--- src/gcr_pkg.sv ---
`timescale 1ns/1ps
// Contract
// - Select field zero means normal mode, CPU data stored without conversion.
// - Select 01 converts YUV to RGB and blocks host memory access meanwhile.
// - Select 10 converts delta-YUV pixels to RGB before storing them.
// - Pixel counter loads width times height, counts down, clears select at zero.
// - Both conversion-select bits keep their value through reset.
// - Width field 0 to 3FF gives 1 to 1024 dots, field plus one.
// - Height field 0 to 1FF gives 1 to 512 dots, field plus one.
// - Host writes zero to size reserved bits; reads of them undefined.
// - Display width and height fields keep their value through reset.
// - Each frame-buffer register holds address bits 22 to 16 in bits 6 to 0.
// - Double-buffer flag picks displayed buffer; the other is rendering origin.
// - Display register applies at internal update, origin register at external update.
// - Host writes zero to frame-buffer bits 15 to 7; reads undefined.
// - Both frame-buffer address fields keep their value through reset.
// - Eleven 16-bit memory control registers decoded at word index 008 to 012.
package gcr_pkg;
  // ==========================================================
  // Bus and register map
  localparam int GCR_ADDR_W = 10;
  localparam int GCR_DATA_W = 16;
  localparam logic [9:0] GCR_IDX_MODE = 10'h007;
  localparam logic [9:0] GCR_IDX_WIDTH = 10'h008;
  localparam logic [9:0] GCR_IDX_HEIGHT = 10'h009;
  localparam logic [9:0] GCR_IDX_FB0 = 10'h00A;
  localparam logic [9:0] GCR_IDX_FB1 = 10'h00B;
  localparam logic [9:0] GCR_IDX_MEM_FIRST = 10'h008;
  localparam logic [9:0] GCR_IDX_MEM_LAST = 10'h012;
  localparam logic [15:0] GCR_RDATA_RST = 16'h0000;
  // ==========================================================
  // Field widths and reset values
  localparam int GCR_MODE_W = 2;
  localparam int GCR_WIDTH_W = 10;
  localparam int GCR_HEIGHT_W = 9;
  localparam int GCR_BASE_W = 7;
  localparam int GCR_PIX_W = GCR_WIDTH_W + GCR_HEIGHT_W;
  localparam logic [18:0] GCR_CNT_RST = 19'h00000;
  localparam logic [18:0] GCR_CNT_ONE = 19'h00001;
  localparam logic [6:0] GCR_BASE_RST = 7'h00;

  typedef enum logic [1:0] {
    GCR_MODE_NORMAL = 2'b00,
    GCR_MODE_YUV = 2'b01,
    GCR_MODE_DELTA = 2'b10,
    GCR_MODE_BAD = 2'b11
  } gcr_mode_t;

  typedef struct packed {
    logic wr;
    logic rd;
    logic [9:0] addr;
    logic [15:0] wdata;
  } gcr_bus_req_t;

  function automatic logic gcr_conv_active(input logic [1:0] m);
    return (m == GCR_MODE_YUV) || (m == GCR_MODE_DELTA);
  endfunction
endpackage

// ==========================================================
// Pixel count-down for a conversion run
module gcr_pixel_counter import gcr_pkg::*; (
  // Clock and reset
  input wire logic clock,
  input wire logic rst_b,
  // Control
  input wire logic load,
  input wire logic [18:0] load_value,
  input wire logic dec,
  // Status
  output logic [18:0] count,
  output logic done
);
  logic [18:0] count_q;
  logic [18:0] count_d;
  logic armed_q;
  logic armed_d;

  // Done is raised in the same cycle the armed count reads zero, so a zero-sized image still ends
  assign done = armed_q && (count_q == GCR_CNT_RST) && !load;
  assign count_d = load ? load_value :
                   (dec && count_q != GCR_CNT_RST) ? count_q - GCR_CNT_ONE : count_q;
  assign armed_d = load ? 1'b1 : (done ? 1'b0 : armed_q);
  assign count = count_q;

  always_ff @(posedge clock or negedge rst_b) begin
    if (!rst_b) begin
      count_q <= GCR_CNT_RST;
      armed_q <= 1'b0;
    end else begin
      count_q <= count_d;
      armed_q <= armed_d;
    end
  end

  property p_count_dec;
    @(posedge clock) disable iff (!rst_b)
    (dec && !load && count_q != GCR_CNT_RST) |=> (count_q == $past(count_q) - GCR_CNT_ONE);
  endproperty
  a_count_dec: assert property (p_count_dec) else $error("count did not step down");
endmodule

--- src/gcr_config_regs.sv ---
`timescale 1ns/1ps
// ==========================================================
// Graphics configuration register bank
module gcr_config_regs import gcr_pkg::*; (
  // Clock and reset
  input wire logic clock,
  input wire logic rst_b,
  // Register port
  input wire gcr_bus_req_t bus_req,
  output logic [15:0] rdata,
  // Conversion engine
  input wire logic [9:0] image_width_setting,
  input wire logic [8:0] image_height_setting,
  input wire logic pixel_done,
  output logic [1:0] conv_mode,
  output logic cpu_memory_block,
  output logic [18:0] pixels_left,
  // Display timing
  input wire logic double_buffer_select,
  input wire logic internal_update,
  input wire logic external_update,
  output logic [10:0] display_dots_x,
  output logic [9:0] display_dots_y,
  output logic [6:0] display_base,
  output logic [6:0] render_origin
);
  // ==========================================================
  // Decode
  wire hit_mode = bus_req.addr == GCR_IDX_MODE;
  wire hit_width = bus_req.addr == GCR_IDX_WIDTH;
  wire hit_height = bus_req.addr == GCR_IDX_HEIGHT;
  wire hit_fb0 = bus_req.addr == GCR_IDX_FB0;
  wire hit_fb1 = bus_req.addr == GCR_IDX_FB1;
  wire wr_mode = bus_req.wr && hit_mode;
  wire wr_width = bus_req.wr && hit_width;
  wire wr_height = bus_req.wr && hit_height;
  wire wr_fb0 = bus_req.wr && hit_fb0;
  wire wr_fb1 = bus_req.wr && hit_fb1;
  // Rest of the memory control window is held elsewhere; here it reads zero
  wire in_mem_window = (bus_req.addr >= GCR_IDX_MEM_FIRST) &&
                       (bus_req.addr <= GCR_IDX_MEM_LAST);

  // ==========================================================
  // Retained fields: no reset on purpose, they keep values across reset
  logic [1:0] mode_q;
  logic [1:0] mode_d;
  logic [9:0] width_q;
  logic [8:0] height_q;
  logic [6:0] fb0_q;
  logic [6:0] fb1_q;
  logic conv_done;
  logic cnt_load;
  logic [18:0] cnt_value;
  logic [15:0] rdata_q;
  logic [15:0] rdata_d;

  // A host write wins over the automatic clear in the same cycle
  assign mode_d = wr_mode ? bus_req.wdata[1:0] :
                  conv_done ? GCR_MODE_NORMAL : mode_q;

  always_ff @(posedge clock) begin
    mode_q <= mode_d;
    if (wr_width) begin
      width_q <= bus_req.wdata[9:0];
    end
    if (wr_height) begin
      height_q <= bus_req.wdata[8:0];
    end
    if (wr_fb0) begin
      fb0_q <= bus_req.wdata[6:0];
    end
    if (wr_fb1) begin
      fb1_q <= bus_req.wdata[6:0];
    end
  end

  // ==========================================================
  // Conversion mode; the prohibited code behaves as normal mode
  assign conv_mode = (mode_q == GCR_MODE_BAD) ? GCR_MODE_NORMAL : mode_q;
  assign cpu_memory_block = (mode_q == GCR_MODE_YUV);
  assign cnt_load = wr_mode && gcr_conv_active(bus_req.wdata[1:0]);
  assign cnt_value = GCR_PIX_W'(image_width_setting * image_height_setting);

  gcr_pixel_counter u_counter (
    .clock(clock),
    .rst_b(rst_b),
    .load(cnt_load),
    .load_value(cnt_value),
    .dec(pixel_done && gcr_conv_active(mode_q)),
    .count(pixels_left),
    .done(conv_done)
  );

  // ==========================================================
  // Display size and frame buffers
  assign display_dots_x = {1'b0, width_q} + 11'h001;
  assign display_dots_y = {1'b0, height_q} + 10'h001;

  gcr_frame_select u_frame (
    .clock(clock),
    .rst_b(rst_b),
    .fb0_base(fb0_q),
    .fb1_base(fb1_q),
    .double_buffer_select(double_buffer_select),
    .internal_update(internal_update),
    .external_update(external_update),
    .display_base(display_base),
    .render_origin(render_origin)
  );

  // ==========================================================
  // Read path: data one cycle after the strobe, reserved bits zero
  assign rdata_d = !bus_req.rd ? GCR_RDATA_RST :
                   hit_mode ? {14'h0000, mode_q} :
                   hit_width ? {6'h00, width_q} :
                   hit_height ? {7'h00, height_q} :
                   hit_fb0 ? {9'h000, fb0_q} :
                   hit_fb1 ? {9'h000, fb1_q} :
                   in_mem_window ? GCR_RDATA_RST : GCR_RDATA_RST;
  assign rdata = rdata_q;

  always_ff @(posedge clock or negedge rst_b) begin
    if (!rst_b) begin
      rdata_q <= GCR_RDATA_RST;
    end else begin
      rdata_q <= rdata_d;
    end
  end

  // ==========================================================
  // Checks
  property p_normal_no_block;
    @(posedge clock) disable iff (!rst_b)
    (mode_q == GCR_MODE_NORMAL) |-> !cpu_memory_block && conv_mode == GCR_MODE_NORMAL;
  endproperty
  a_normal_no_block: assert property (p_normal_no_block) else $error("normal mode blocked");

  property p_yuv_block;
    @(posedge clock) disable iff (!rst_b)
    (wr_mode && bus_req.wdata[1:0] == GCR_MODE_YUV) |=> cpu_memory_block;
  endproperty
  a_yuv_block: assert property (p_yuv_block) else $error("YUV mode did not block host");

  property p_delta_mode;
    @(posedge clock) disable iff (!rst_b)
    (wr_mode && bus_req.wdata[1:0] == GCR_MODE_DELTA) |=>
      conv_mode == GCR_MODE_DELTA && !cpu_memory_block && pixels_left == $past(cnt_value);
  endproperty
  a_delta_mode: assert property (p_delta_mode) else $error("delta mode not entered");

  property p_auto_clear;
    @(posedge clock) disable iff (!rst_b)
    (conv_done && !wr_mode) |=> conv_mode == GCR_MODE_NORMAL;
  endproperty
  a_auto_clear: assert property (p_auto_clear) else $error("select not cleared at end");

  property p_bad_is_normal;
    @(posedge clock) disable iff (!rst_b)
    (mode_q == GCR_MODE_BAD) |-> conv_mode == GCR_MODE_NORMAL && !cpu_memory_block;
  endproperty
  a_bad_is_normal: assert property (p_bad_is_normal) else $error("prohibited code active");

  property p_width_dots;
    @(posedge clock) disable iff (!rst_b)
    wr_width |=> display_dots_x == {1'b0, $past(bus_req.wdata[9:0])} + 11'h001;
  endproperty
  a_width_dots: assert property (p_width_dots) else $error("width dots wrong");

  property p_height_dots;
    @(posedge clock) disable iff (!rst_b)
    wr_height |=> display_dots_y == {1'b0, $past(bus_req.wdata[8:0])} + 10'h001;
  endproperty
  a_height_dots: assert property (p_height_dots) else $error("height dots wrong");

  property p_read_fb0;
    @(posedge clock) disable iff (!rst_b)
    (bus_req.rd && hit_fb0) |=> rdata == {9'h000, $past(fb0_q)};
  endproperty
  a_read_fb0: assert property (p_read_fb0) else $error("frame buffer 0 readback wrong");

  property p_origin_path;
    @(posedge clock) disable iff (!rst_b)
    (external_update && !wr_fb0 && !wr_fb1) ##1 1'b1 |->
      render_origin == ($past(double_buffer_select) ? fb0_q : fb1_q);
  endproperty
  a_origin_path: assert property (p_origin_path) else $error("origin from wrong buffer");

  property p_idle_read_zero;
    @(posedge clock) disable iff (!rst_b)
    !bus_req.rd |=> rdata == GCR_RDATA_RST;
  endproperty
  a_idle_read_zero: assert property (p_idle_read_zero) else $error("read data outside slot");
endmodule

--- src/gcr_frame_select.sv ---
`timescale 1ns/1ps
// ==========================================================
// Displayed base and rendering origin, taken at their updates
module gcr_frame_select import gcr_pkg::*; (
  // Clock and reset
  input wire logic clock,
  input wire logic rst_b,
  // Register fields
  input wire logic [6:0] fb0_base,
  input wire logic [6:0] fb1_base,
  input wire logic double_buffer_select,
  // Update events
  input wire logic internal_update,
  input wire logic external_update,
  // Selected addresses
  output logic [6:0] display_base,
  output logic [6:0] render_origin
);
  logic [6:0] disp_src;
  logic [6:0] orig_src;
  logic [6:0] display_base_q;
  logic [6:0] render_origin_q;

  assign disp_src = double_buffer_select ? fb1_base : fb0_base;
  assign orig_src = double_buffer_select ? fb0_base : fb1_base;
  assign display_base = display_base_q;
  assign render_origin = render_origin_q;

  // Register writes only show here once the matching update arrives
  always_ff @(posedge clock or negedge rst_b) begin
    if (!rst_b) begin
      display_base_q <= GCR_BASE_RST;
      render_origin_q <= GCR_BASE_RST;
    end else begin
      if (internal_update) begin
        display_base_q <= disp_src;
      end
      if (external_update) begin
        render_origin_q <= orig_src;
      end
    end
  end

  property p_disp_upd;
    @(posedge clock) disable iff (!rst_b)
    internal_update |=> display_base_q == $past(disp_src);
  endproperty
  a_disp_upd: assert property (p_disp_upd) else $error("display base not taken");

  property p_orig_hold;
    @(posedge clock) disable iff (!rst_b)
    !external_update |=> $stable(render_origin_q);
  endproperty
  a_orig_hold: assert property (p_orig_hold) else $error("origin moved without update");
endmodule

--- config.mk ---
export PLATFORM = sky130hd
export DESIGN_NAME = gcr_config_regs
export DESIGN_NICKNAME = d
export VERILOG_FILES = /design/src/gcr_pkg.sv /design/src/gcr_config_regs.sv /design/src/gcr_frame_select.sv
export SDC_FILE = /design/constraint.sdc
export NUM_CORES = 1
export LEC_CHECK = 0
export BUFFER_PORTS_ARGS = -buffer_cell sky130_fd_sc_hd__buf_2
export CAP_MARGIN = 20
export CORE_MARGIN = 1
export CORE_UTILIZATION = 30
export CTS_CLUSTER_SIZE = 16
export DETAILED_ROUTE_END_ITERATION = 16
export PLACE_DENSITY = 0.46
export SYNTH_ARGS = -nofsm -noshare
export SYNTH_HDL_FRONTEND = slang
export SYNTH_HIERARCHICAL = 1
export SYNTH_SLANG_ARGS = --single-unit
export TNS_END_PERCENT = 100
--- constraint.sdc ---
create_clock -name clock -period 2.2 [get_ports clock]
set_input_delay 0.55 -clock clock [delete_from_list [all_inputs] [get_ports clock]]
set_output_delay 0.55 -clock clock [all_outputs]
set_load 0.01 [all_outputs]
* Word-level counts from Yosys, hierarchy flattened *
Cells that the tools add are included.

storage, ports and cells
  bits in registers = 79
  bits in latches = 0
  RAM bits = 0
  ROM bits = 0
  bits of input ports = 53
  output and inout bits = 73
  logic and storage cells = 57
  memories kept = 0

operators by class
  add/sub/neg operators = 3
  multiply operators = 1
  div/mod/pow operators = 0
  order comparisons = 0
  equality and inequality tests = 10
  shifts and indexed selects = 0
  muxes and demuxes = 15
  bitwise gates (word level) = 0
  reductions and logical operators = 18

operators with widths
  operator                                                               number
  10-bit by 4-bit == test with 1-bit output (second input constant)      4
  19-bit 2-to-1 mux                                                      2
  10-bit 2-to-1 mux                                                      3
  7-bit 2-to-1 mux                                                       4
  19-bit logical NOT                                                     1
  10-bit by 9-bit multiplier with 19-bit output                          1
  19-bit nonzero test                                                    1
  19-bit by 1-bit subtractor with 19-bit output (second input constant)  1
  10-bit by 1-bit adder with 11-bit output (second input constant)       1
  9-bit by 1-bit adder with 10-bit output (second input constant)        1
  10-bit by 3-bit == test with 1-bit output (second input constant)      1
  1-bit logical AND                                                      10
  9-bit 2-to-1 mux                                                       1
  2-bit == test (second input constant)                                  3
  2-bit 2-to-1 mux                                                       3
  2-bit nonzero test                                                     3
  2-bit by 1-bit == test with 1-bit output (second input constant)       2
  1-bit logical OR                                                       2
  1-bit 2-to-1 mux                                                       2
  1-bit logical NOT                                                      1

* Logic depth before layout (Yosys ltp) *
Gate-level depths: netlist (run 1).

  depth after elaboration = 7
  mapped depth = 19

* Modules after synthesis *
The synthesis (run 1) kept the hierarchy.

modules (own cells, without submodules)
  module             times used  cells an instance  area each (µm²)  sequential area each (µm²)
  gcr_config_regs    1           507                5031.1           1301.2
  gcr_pixel_counter  1           133                1238.7           500.5
  gcr_frame_select   1           60                 654.4            350.3

* Worst setup path before layout (run 1) *
Ideal clock, no wire load.

  path type = input to register
  start point = input port image_height_setting[2]
  end point = register u_counter.count_q[18], in the netlist u_counter/count[18]
  arrival time = 4.473 ns
  slack = -2.355 ns
  stages = 17
  cell sequence = clkbuf_1 > nand2_1 > fa_1 > inv_1 > fa_1 > fa_1 > inv_1 > fa_1 > inv_1 > ha_1 > a21o_1 > a21oi_1 > a31oi_1 > a22o_1 > a311oi_1 > nand2_1 > o21ai_0

on the way
  cells in the longest elaborated chain, start to end = 2

RTL lines
  element                                        RTL line               text
  start: declaration                             gcr_config_regs.sv:13  input wire logic [8:0] image_height_setting,
  10-bit by 9-bit multiplier with 19-bit output  gcr_config_regs.sv:82  assign cnt_value = GCR_PIX_W'(image_width_setting * image_height_setting);
  named net cnt_value[18]                        gcr_config_regs.sv:53  logic [18:0] cnt_value;
  19-bit 2-to-1 mux                              gcr_pkg.sv:82          assign count_d = load ? load_value :
  end signal: assignment                         gcr_pkg.sv:92          count_q <= count_d;
  end: declaration                               gcr_pkg.sv:75          logic [18:0] count_q;

The timed path passes the listed nets, and every way through them passes these cells.
A chain may end at the register's enable or synchronous reset.

* Final worst setup path (run 1) *
  start point = input port image_height_setting[8]
  end point = register u_counter.count_q[18], in the netlist u_counter/count[18]

Same word-level chain as after synthesis.

==> impl_metrics.json, run 1 <==
{
  "cts_tree": "built",
  "arrival_ns": 4.28,
  "vias_per_cell": 4.596,
  "place_congestion": 0.7985,
  "clk_pin_slew_worst_paths_ns": 0.06,
  "finClkSkew_ns": 0.01037,
  "cts.sink_count": 79,
  "cts_buffers": 9,
  "synth_area_sq_mm": 0.006924,
  "crit_top_cell": "fa_1",
  "ys.warnings.count": 6,
  "place_area_sq_mm": 0.008606,
  "clockBufferDepth": 2,
  "leakagePower_nw": 4.554,
  "clockRootBuffer": "clkbuf_16",
  "synth_most_common_cell": "inv_1",
  "path_max_fanout": 6,
  "powerDensity_mw_per_mm2": 830.7,
  "setup_violations": 15,
  "h-tree-depth": 3,
  "wl_um": 17810,
  "grt_max_degree": 26,
  "postSynthAreaPerCell_sq_um": 9.892,
  "core_sq_mm": 0.02264,
  "synth_cells": 700,
  "synth_largest_area_cell": "fa_1",
  "timing.max_cap.violations": 0,
  "final_antenna_net_count": 0,
  "num_rows": 55,
  "synth_seq_area_share": 0.3108,
  "slowest_delay_ns": 0.57,
  "crit_slowest_cell": "fa_1",
  "hold_viol_final": 0,
  "synth_edf_count": 35,
  "place_ws_ns": -2.358,
  "layout-drive-gt1-share": 0.3798,
  "grt_overflow": 0,
  "vdd_ir_drop_max_uv": 451.7,
  "area.growth.synth_to_final_pct": 37.91,
  "ys_types": 63,
  "drt_iter0_markers": 152,
  "violations": "setup timing",
  "die-height_um": 153.9,
  "setup_tns_ns": -22.68,
  "async_flop_share": 0.5570,
  "grt_pass1_wl_um": 29080,
  "drtPass1Iterations": 5,
  "synth.top_cells.by_area": "fa_1, dfrtp_1, edfxtp_1, ha_1, and2_1",
  "final_cell_area_sq_mm": 0.009549,
  "slew_violations": 0,
  "worstSkewPairLatency_ns": 0.35,
  "yosys-top-cells-count": "inv_1, nand2_1, and2_1, fa_1",
  "grt_setup_unrepaired": "true",
  "initial_core_util": 0.3058,
  "startpoint_type": "input port",
  "cp_cell_sequence": "buf_4 > and2_1 > fa_1 > fa_1 > fa_1 > inv_1 > fa_1 > inv_1 > ha_4 > o21a_1 > o21ai_2 > a31oi_4 > a22o_1 > a311oi_2 > nand2_1 > o21ai_1",
  "antenna_cells": 0,
  "max_freq_mhz": 248.8,
  "dieWidth_um": 153.9,
  "hold_buffers": 0,
  "finalCriticalPeriod_ns": 4.019,
  "grtUsageTotal": 0.1560,
  "antenna_found_initial": 0,
  "synth_top_area_frac": 0.1648,
  "finalCritPeriodShare": 1.827,
  "nets": 1068,
  "slew_headroom": 0.5920,
  "cp-end-kind": "register",
  "synthFlopType": "dfrtp_1",
  "ios": 126,
  "grt_pass1_vias": 5550,
  "crit_required_ns": 2.46,
  "fin_ws_ns": -1.819,
  "synth_seq_cells": 79,
  "wl_per_cell_um": 14.80,
  "port_buffers": 113,
  "drcViolationCount": 0,
  "dp_hpwl_um": 14540,
  "critPathKind": "in2reg",
  "worst_hold_path_type": "in2async",
  "status": "finished, violations left",
  "vias": 5534,
  "worstMarginPinSlew_ns": 0.6120,
  "die_area_sq_mm": 0.02369
}
## cell type report
type                    count  area [sq um]
clock inverters             7         77.57
multi-input cells         508          4825
flip-flops and latches     79          2152
fillers                  2237         13090
inverters                  95         356.6
well taps                 285         356.6
repair buffers            221          1556
clock buffers               9         225.2
## worst paths after layout
kind	start	endpoint	slack, ns	cells after the start
setup / recovery	image_height_setting[8]	u_counter/count[18]$_DFFE_PN0P_	-1.82	16
setup reg to reg	u_counter/count[3]$_DFFE_PN0P_	u_counter/count[15]$_DFFE_PN0P_	0.11	5
max in group asynchronous	rst_b	u_frame/render_origin[6]$_DFFE_PN0P_	1.35	2
hold / removal	rst_b	u_counter/count[7]$_DFFE_PN0P_	0.22	1
min in group clock	bus_req[9]	width_q[9]$_DFFE_PP_	0.39	1
hold reg to reg	u_counter/armed_q$_DFFE_PN0P_	u_counter/armed_q$_DFFE_PN0P_	0.47	1
## kinds of logic (layout without fill, tap and decap cells)
logic type / count (synthesis) / count (layout) / share of synthesized area
xor+xnor: 37 / 37 / 0.04680
compound gates: 92 / 92 / 0.08637
simple gates: 244 / 244 / 0.1970
mux: 28 / 28 / 0.04084
fa+ha+maj: 101 / 101 / 0.2443
buf+inv: 118 / 332 / 0.07336
other cells: 1 / 6 / 0.0005416
flops: 79 / 79 / 0.3108
## where the power goes
| group | switching, mW | total (mW) | internal, mW |
|---|---|---|---|
| combinational | 2.34 | 4.78 | 2.43 |
| sequential | 0.0520 | 1.64 | 1.59 |
| clock | 0.625 | 1.52 | 0.890 |
| total | 3.02 | 7.93 | 4.91 |
## metrics by stage
stage	utilization	instances	hold slack (ns)	total power [mW]
global route	0.4218	1204	0.2588	8.587
finish	0.4218	1204	0.2155	7.932
floorplan	-	705	0.2544	4.256
CTS	0.4139	1195	0.2328	7.817
global placement	0.3801	1171	0.4585	5.632
detailed placement	0.3801	1171	0.4580	5.619
## flip-flops by register name (all words and copies together) (netlist names)
name	count
fb0_q	7
fb1_q	7
height_q	9
mode_q	2
rdata	10
u_counter/armed_q	1
u_counter/count	19
u_frame/display_base	7
u_frame/render_origin	7
width_q	10
## timing repair
action,4_1_cts,5_1_grt
buffers inserted,8,10
resized for setup,94,33
setup endpoints to repair,20,23
pin swaps,40,45
## critical path: cells and delay by family
kind | cells | cell delay, ns
buffers and inverters | 3 | 0.25
AOI/OAI and AO/OA | 6 | 0.89
and+or+nand+nor | 2 | 0.24
adders and majority gates | 5 | 2.35
## per-layer routing
metal  vias up  GRT usage  part of all wire
li1       2759          -                 -
met1      2666     0.2129              0.50
met2        89     0.2550              0.46
met3        20    0.02086             0.025
met4         0    0.05000             0.015
met5         -          0                 0
## layout by cell type (no fill, tap or decap), drive strengths merged, types with 12 or more instances in the layout
cell type | synthesis | final
buf | 15 | 220
inv | 95 | 98
nand2 | 66 | 66
and2 | 58 | 58
fa | 57 | 57
nor2 | 48 | 48
dfrtp | 44 | 44
ha | 44 | 44
edfxtp | 35 | 35
a21oi | 28 | 28
mux2i | 26 | 26
o21ai | 22 | 22
xnor2 | 20 | 20
xor2 | 17 | 17
nand3 | 12 | 12
(Power assumes the default switching activity.)
==> inputs of run 2 (changes only) <==
--- a/config.mk
+++ b/config.mk
@@ -12,6 +12,7 @@
 export CTS_CLUSTER_SIZE = 16
 export DETAILED_ROUTE_END_ITERATION = 16
 export PLACE_DENSITY = 0.46
+export RECOVER_POWER = 50
 export SYNTH_ARGS = -nofsm -noshare
 export SYNTH_HDL_FRONTEND = slang
 export SYNTH_HIERARCHICAL = 1
==> run 2 against run 1 <==
Compared with the run above:
- the run still ends with setup timing left
- maximum frequency is essentially flat
- via count grew 0.34%
- first-iteration DRC count shrank 2.0%
- largest power group unchanged
==> impl_metrics.json, run 2 (synthesis gave the netlist of run 1 again) <==
{
  "max_freq_mhz": 248.8,
  "num_rows": 55,
  "fin_cells": 1204,
  "layout_common_cells": "buf_4, inv_1, buf_2",
  "slew_headroom": 0.03512,
  "drcViolationCount": 0,
  "wl_um": 17860,
  "path_max_fanout": 6,
  "ios": 126,
  "switching_share": 0.3809,
  "antenna_cells": 0,
  "area.growth.synth_to_final_pct": 37.21,
  "grt_overflow": 0,
  "place_inst": 1171,
  "final_antenna_net_count": 0,
  "finClkSkew_ns": 0.01053,
  "die_area_sq_mm": 0.02369,
  "die-height_um": 153.9,
  "final_cell_area_sq_mm": 0.009500,
  "startpoint_type": "input port",
  "crit_required_ns": 2.46,
  "grt_max_degree": 26,
  "clockRootBuffer": "clkbuf_16",
  "min_delay_path_depth": 1,
  "hold_buffers": 0,
  "worstSkewPairLatency_ns": 0.35,
  "place_congestion": 0.7985,
  "grt_setup_unrepaired": "true",
  "finalCriticalPeriod_ns": 4.019,
  "powerDensity_mw_per_mm2": 834.4,
  "slew_violations": 0,
  "clockBufferDepth": 2,
  "port_buffers": 113,
  "cp-end-kind": "register",
  "switching_power_mw": 3.020,
  "final_common_cell": "buf_4",
  "h-tree-depth": 3,
  "status": "finished, violations left",
  "grt_pass1_wl_um": 29080,
  "cts_tree": "built",
  "grt_pass1_vias": 5550,
  "place_ws_ns": -2.358,
  "fin_util": 0.4196,
  "p_seq_frac": 0.207,
  "hold_end": "width_q[9]$_DFFE_PP_",
  "vdd_ir_drop_max_uv": 451.6,
  "arrival_ns": 4.28,
  "internal_power_mw": 4.908,
  "violations": "setup timing",
  "cts.sink_count": 79,
  "timing.hold.ws_ns": 0.3860,
  "leakagePower_nw": 4.481,
  "dieWidth_um": 153.9,
  "antenna_found_initial": 0,
  "timing.max_cap.violations": 0,
  "drt_iter0_markers": 149,
  "reg2reg_from": "u_counter/count[3]$_DFFE_PN0P_",
  "worstMarginPinSlew_ns": 1.447,
  "clkPwrFrac": 0.191,
  "place_area_sq_mm": 0.008606,
  "comb_power_share": 0.602,
  "core_sq_mm": 0.02264,
  "drtPass1Iterations": 4,
  "dp_hpwl_um": 14540,
  "critPathKind": "in2reg",
  "clk_pin_slew_worst_paths_ns": 0.06,
  "rrSetupSlack_ns": 0.11,
  "cts_buffers": 9,
  "setup_violations": 15,
  "reg2reg_depth": 5,
  "hold_viol_final": 0,
  "rr_endpoint": "u_counter/count[15]$_DFFE_PN0P_",
  "initial_core_util": 0.3058,
  "largest_register_ffs": 19,
  "finalCritPeriodShare": 1.827,
  "worst_hold_path_type": "in2reg",
  "vias_per_cell": 4.612,
  "vias": 5553,
  "fin_ws_ns": -1.819,
  "wl_per_cell_um": 14.83,
  "grtUsageTotal": 0.1560,
  "nets": 1068,
  "hp-start": "bus_req[9]",
  "layout-drive-gt1-share": 0.3558
}
==> run 2: changes by cell type in the layout (fill, tap and decap cells not counted) <==
cell | previous run | this run
nor4_1 | 3 | 4
clkbuf_2 | 0 | 1
clkbuf_1 | 0 | 21
buf_4 | 94 | 91
buf_2 | 98 | 79
nor4_4 | 2 | 1
==> run 2: layout make-up <==
class                   count  area (sq um)
well taps                 285         356.6
flip-flops and latches     79          2152
clock inverters             7         77.57
clock buffers               9         225.2
repair buffers            221          1523
multi-input cells         508          4810
fillers                  2242         13140
inverters                  95         356.6
==> run 2: worst max path at each step <==
stage                                 start                         endpoint  slack (ns)  cells after the start
finish              image_height_setting[8]  u_counter/count[18]$_DFFE_PN0P_       -1.82                     16
global route         image_width_setting[5]  u_counter/count[18]$_DFFE_PN0P_       -2.00                     18
CTS                  image_width_setting[5]  u_counter/count[16]$_DFFE_PN0P_       -1.83                     19
detailed placement   image_width_setting[5]  u_counter/count[18]$_DFFE_PN0P_       -2.36                     16
global placement     image_width_setting[5]  u_counter/count[18]$_DFFE_PN0P_       -2.32                     16
floorplan           image_height_setting[1]  u_counter/count[18]$_DFFE_PN0P_       -1.98                     17
==> run 2: stage by stage <==
stage | power, mW | setup TNS, ns
2_1_floorplan | 4.256 | -25.14
3_3_place_gp | 5.632 | -31.14
3_5_place_dp | 5.619 | -31.52
4_1_cts | 7.817 | -22.74
5_1_grt | 8.580 | -24.92
6_report | 7.927 | -22.73
==> run 2: repair_timing <==
action | 4_1_cts | 5_1_grt
setup endpoints to repair | 20 | 23
pin swaps | 40 | 45
resized for setup | 94 | 33
setup buffers | 8 | 10
==> run 2: worst max-delay path, stage by stage <==
cell and delay (ns):
buf_4 0.14, and2_1 0.16, fa_1 0.57, fa_1 0.46, fa_1 0.54, inv_1 0.05, fa_1 0.52, inv_1 0.06
ha_4 0.26, o21a_1 0.13, o21ai_2 0.16, a31oi_4 0.06, a22o_1 0.25, a311oi_2 0.22, nand2_1 0.08, o21ai_1 0.07
==> run 2: power groups by stage <==
stage	clock [mW]	sequential, mW	combinational, mW
floorplan	0	1.69	2.57
global placement	0	1.67	3.96
detailed placement	0	1.67	3.95
CTS	1.58	1.64	4.60
global route	1.63	1.65	5.30
finish	1.51	1.64	4.78
==> run 2: metal layers <==
layer	part of all wire	global-route usage
met1	0.49	0.2129
met2	0.46	0.2550
met3	0.025	0.02086
met4	0.016	0.05000
met5	0	0
==> inputs of run 3 (changes only) <==
--- a/config.mk
+++ b/config.mk
@@ -5,6 +5,7 @@
 export SDC_FILE = /design/constraint.sdc
 export NUM_CORES = 1
 export LEC_CHECK = 0
+export ABC_AREA = 1
 export BUFFER_PORTS_ARGS = -buffer_cell sky130_fd_sc_hd__buf_2
 export CAP_MARGIN = 20
 export CORE_MARGIN = 1
==> run 3 against run 2 <==
Compared with the run above:
- the flow finishes with violations (capacitance limit, slew limit, setup timing)
- hold slack lost 0.00054 ns
- design area up 8.7%
- first-iteration DRC count is 91% higher
- sequential power shrank 3%
- clock power about the same
- setup slack improved by 0.14 ns
- non-clock buffer count shrank 11
- critical path type unchanged
- highest routed layer unchanged
==> impl_metrics.json, run 3 <==
{
  "synth_edf_count": 35,
  "synth_largest_area_cell": "fa_1",
  "synth_most_common_cell": "nand2_1",
  "vias": 6670,
  "reg2reg_from": "u_counter/count[0]$_DFFE_PN0P_",
  "cts_buffers": 9,
  "use_met3": 0.02390,
  "grt_use_met2": 0.3013,
  "worstSkewPairLatency_ns": 0.35,
  "seq_area_sq_mm": 0.002152,
  "timing.max_cap.violations": 1,
  "crit_path_end": "u_counter/count[17]$_DFFE_PN0P_",
  "initial_core_util": 0.3067,
  "path_max_fanout": 8,
  "worst_hold_path_type": "in2reg",
  "grt.busiest_layer": "met2",
  "critPathKind": "in2reg",
  "synth_seq_cells": 79,
  "grtUsageTotal": 0.1700,
  "die_area_sq_mm": 0.02550,
  "grt_pass1_wl_um": 34560,
  "rrSetupSlack_ns": 0.31,
  "ys.warnings.count": 6,
  "setup_violations": 21,
  "antenna_found_initial": 0,
  "cp-end-kind": "register",
  "clockBufferDepth": 2,
  "finalCritPeriodShare": 1.761,
  "dp_hpwl_um": 16530,
  "grt_setup_unrepaired": "true",
  "arrival_ns": 4.11,
  "antenna_cells": 0,
  "finClkSkew_ns": 0.01148,
  "fillers": 2510,
  "place_congestion": 0.7966,
  "wl_um": 20790,
  "finalCriticalPeriod_ns": 3.874,
  "port_buffers": 113,
  "nets": 1316,
  "num_rows": 57,
  "met1_usage": 0.2175,
  "slew_violations": 27,
  "h-tree-depth": 3,
  "clockRootBuffer": "clkbuf_16",
  "layout-drive-gt1-share": 0.3359,
  "setup_tns_ns": -21.59,
  "slew_headroom": -0.06898,
  "vdd_ir_drop_max_uv": 669.9,
  "hold_buffers": 0,
  "largest_register_ffs": 19,
  "synth_top_area_frac": 0.1530,
  "ys_types": 39,
  "synth_seq_area_share": 0.2885,
  "reg2reg_depth": 10,
  "layout_common_cells": "nand2_1, inv_1, buf_4",
  "status": "finished, violations left",
  "cts_tree": "built",
  "startpoint_type": "input port",
  "crit_required_ns": 2.44,
  "rr_endpoint": "u_counter/count[3]$_DFFE_PN0P_",
  "synth_cells": 974,
  "synth_area_sq_mm": 0.007458,
  "grt_max_degree": 27,
  "async_flop_share": 0.5570,
  "grt_pass1_vias": 6936,
  "powerDensity_mw_per_mm2": 796.1,
  "final_antenna_net_count": 0,
  "final_common_cell": "nand2_1",
  "grt_overflow": 0,
  "core_sq_mm": 0.02432,
  "vias_per_cell": 4.474,
  "dieWidth_um": 159.7,
  "leakagePower_nw": 5.476,
  "max_freq_mhz": 258.1,
  "hold_viol_final": 0,
  "area.growth.synth_to_final_pct": 38.52,
  "synthFlopType": "dfrtp_1",
  "drtPass1Iterations": 4,
  "multi_input_area_sq_mm": 0.005127,
  "yosys-top-cells-count": "nand2_1, inv_1, nand3_1, fa_1",
  "drt_iter0_markers": 285,
  "ios": 126,
  "synth.top_cells.by_area": "fa_1, dfrtp_1, nand2_1, edfxtp_1, inv_1",
  "die-height_um": 159.7,
  "timing.hold.ws_ns": 0.3855,
  "drcViolationCount": 0,
  "cp-startpoint": "image_width_setting[7]",
  "violations": "capacitance limit, slew limit, setup timing",
  "cts.sink_count": 79,
  "postSynthAreaPerCell_sq_um": 7.657,
  "clk_pin_slew_worst_paths_ns": 0.07,
  "fin_ws_ns": -1.674,
  "worstMarginPinSlew_ns": 1.603,
  "wl_per_cell_um": 13.94
}
run 3: cell count changes in the layout (fill, tap and decap cells not counted), sizes merged, moves of 6 or more:
cell   previous run  this run
xnor2            20         7
nand2            66       299
inv              98       214
and2             58         0
mux2i            26         0
nand4             5        13
nand3            12        69
xor2             17        27
nor4              9         1
a21o              7         1
buf             198       189
run 3: metrics by stage:
stage / worst slack [ns] / power [mW] / cells / utilization / instance area, sq um
floorplan: -1.910 / 4.539 / 979 / - / 8014
global placement: -2.144 / 5.735 / 1454 / 0.3746 / 9111
detailed placement: -2.174 / 5.733 / 1454 / 0.3746 / 9111
CTS: -1.678 / 7.799 / 1479 / 0.4072 / 9902
global route: -1.801 / 8.885 / 1491 / 0.4248 / 10330
finish: -1.674 / 8.225 / 1491 / 0.4248 / 10330
run 3: how the worst min path moves through the flow:
stage	to	slack, ns	depth (start not counted)	from
finish	width_q[9]$_DFFE_PP_	0.39	1	bus_req[9]
global route	width_q[9]$_DFFE_PP_	0.37	1	bus_req[9]
CTS	u_frame/display_base[5]$_DFFE_PN0P_	0.24	1	rst_b
detailed placement	u_counter/armed_q$_DFFE_PN0P_	0.46	2	u_counter/armed_q$_DFFE_PN0P_
global placement	u_counter/armed_q$_DFFE_PN0P_	0.46	2	u_counter/armed_q$_DFFE_PN0P_
floorplan	rdata[0]$_DFF_PN0_	0.25	0	rst_b
run 3: kinds of logic (layout without fill, tap and decap cells):
family / after synthesis / count (layout) / synth area share
other: 1 / 6 / 0.0005028
buffers and inverters: 251 / 439 / 0.1357
and+or+nand+nor: 452 / 452 / 0.2657
xor gates and xnor gates: 34 / 34 / 0.03993
DFF: 79 / 79 / 0.2885
adders and majority gates: 101 / 101 / 0.2268
AOI/OAI and AO/OA: 56 / 56 / 0.04278
run 3: layout make-up:
| class | count | share of cell area |
|---|---|---|
| timing repair buffer | 210 | 0.1491 |
| tap | 324 | 0.03924 |
| sequential | 79 | 0.2083 |
| inverter | 213 | 0.07799 |
| clock buffer | 10 | 0.02422 |
| multi-input combinational | 649 | 0.4963 |
| clock inverter | 6 | 0.004844 |
run 3: critical path: stages:
cell and delay (ns):
buf_12 0.12, nand2_4 0.06, inv_2 0.03, fa_2 0.56
inv_2 0.04, fa_1 0.57, fa_2 0.45, fa_1 0.50
inv_2 0.05, ha_4 0.26, a21oi_4 0.20, o21bai_4 0.08
a21oi_2 0.16, nand2_1 0.07, nand2_1 0.05, nand2_1 0.05
or2_4 0.21, nand2_1 0.05, a21oi_1 0.05
run 3: routing by layer:
layer  vias up  share of wire
met4         0          0.013
met2       137           0.49
met1      3201           0.45
li1       3310              -
met3        22          0.041
met5         -              0
run 3: what timing repair did:
action	in CTS	in global routing
gates cloned	1	0
gates resized for setup	112	79
endpoints found under the setup margin	24	25
buffers inserted	8	14
pin swaps	62	59
run 3: power breakdown:
group,internal [mW],switching [mW]
logic,2.40,2.71
clock network,0.850,0.671
registers,1.57,0.0217
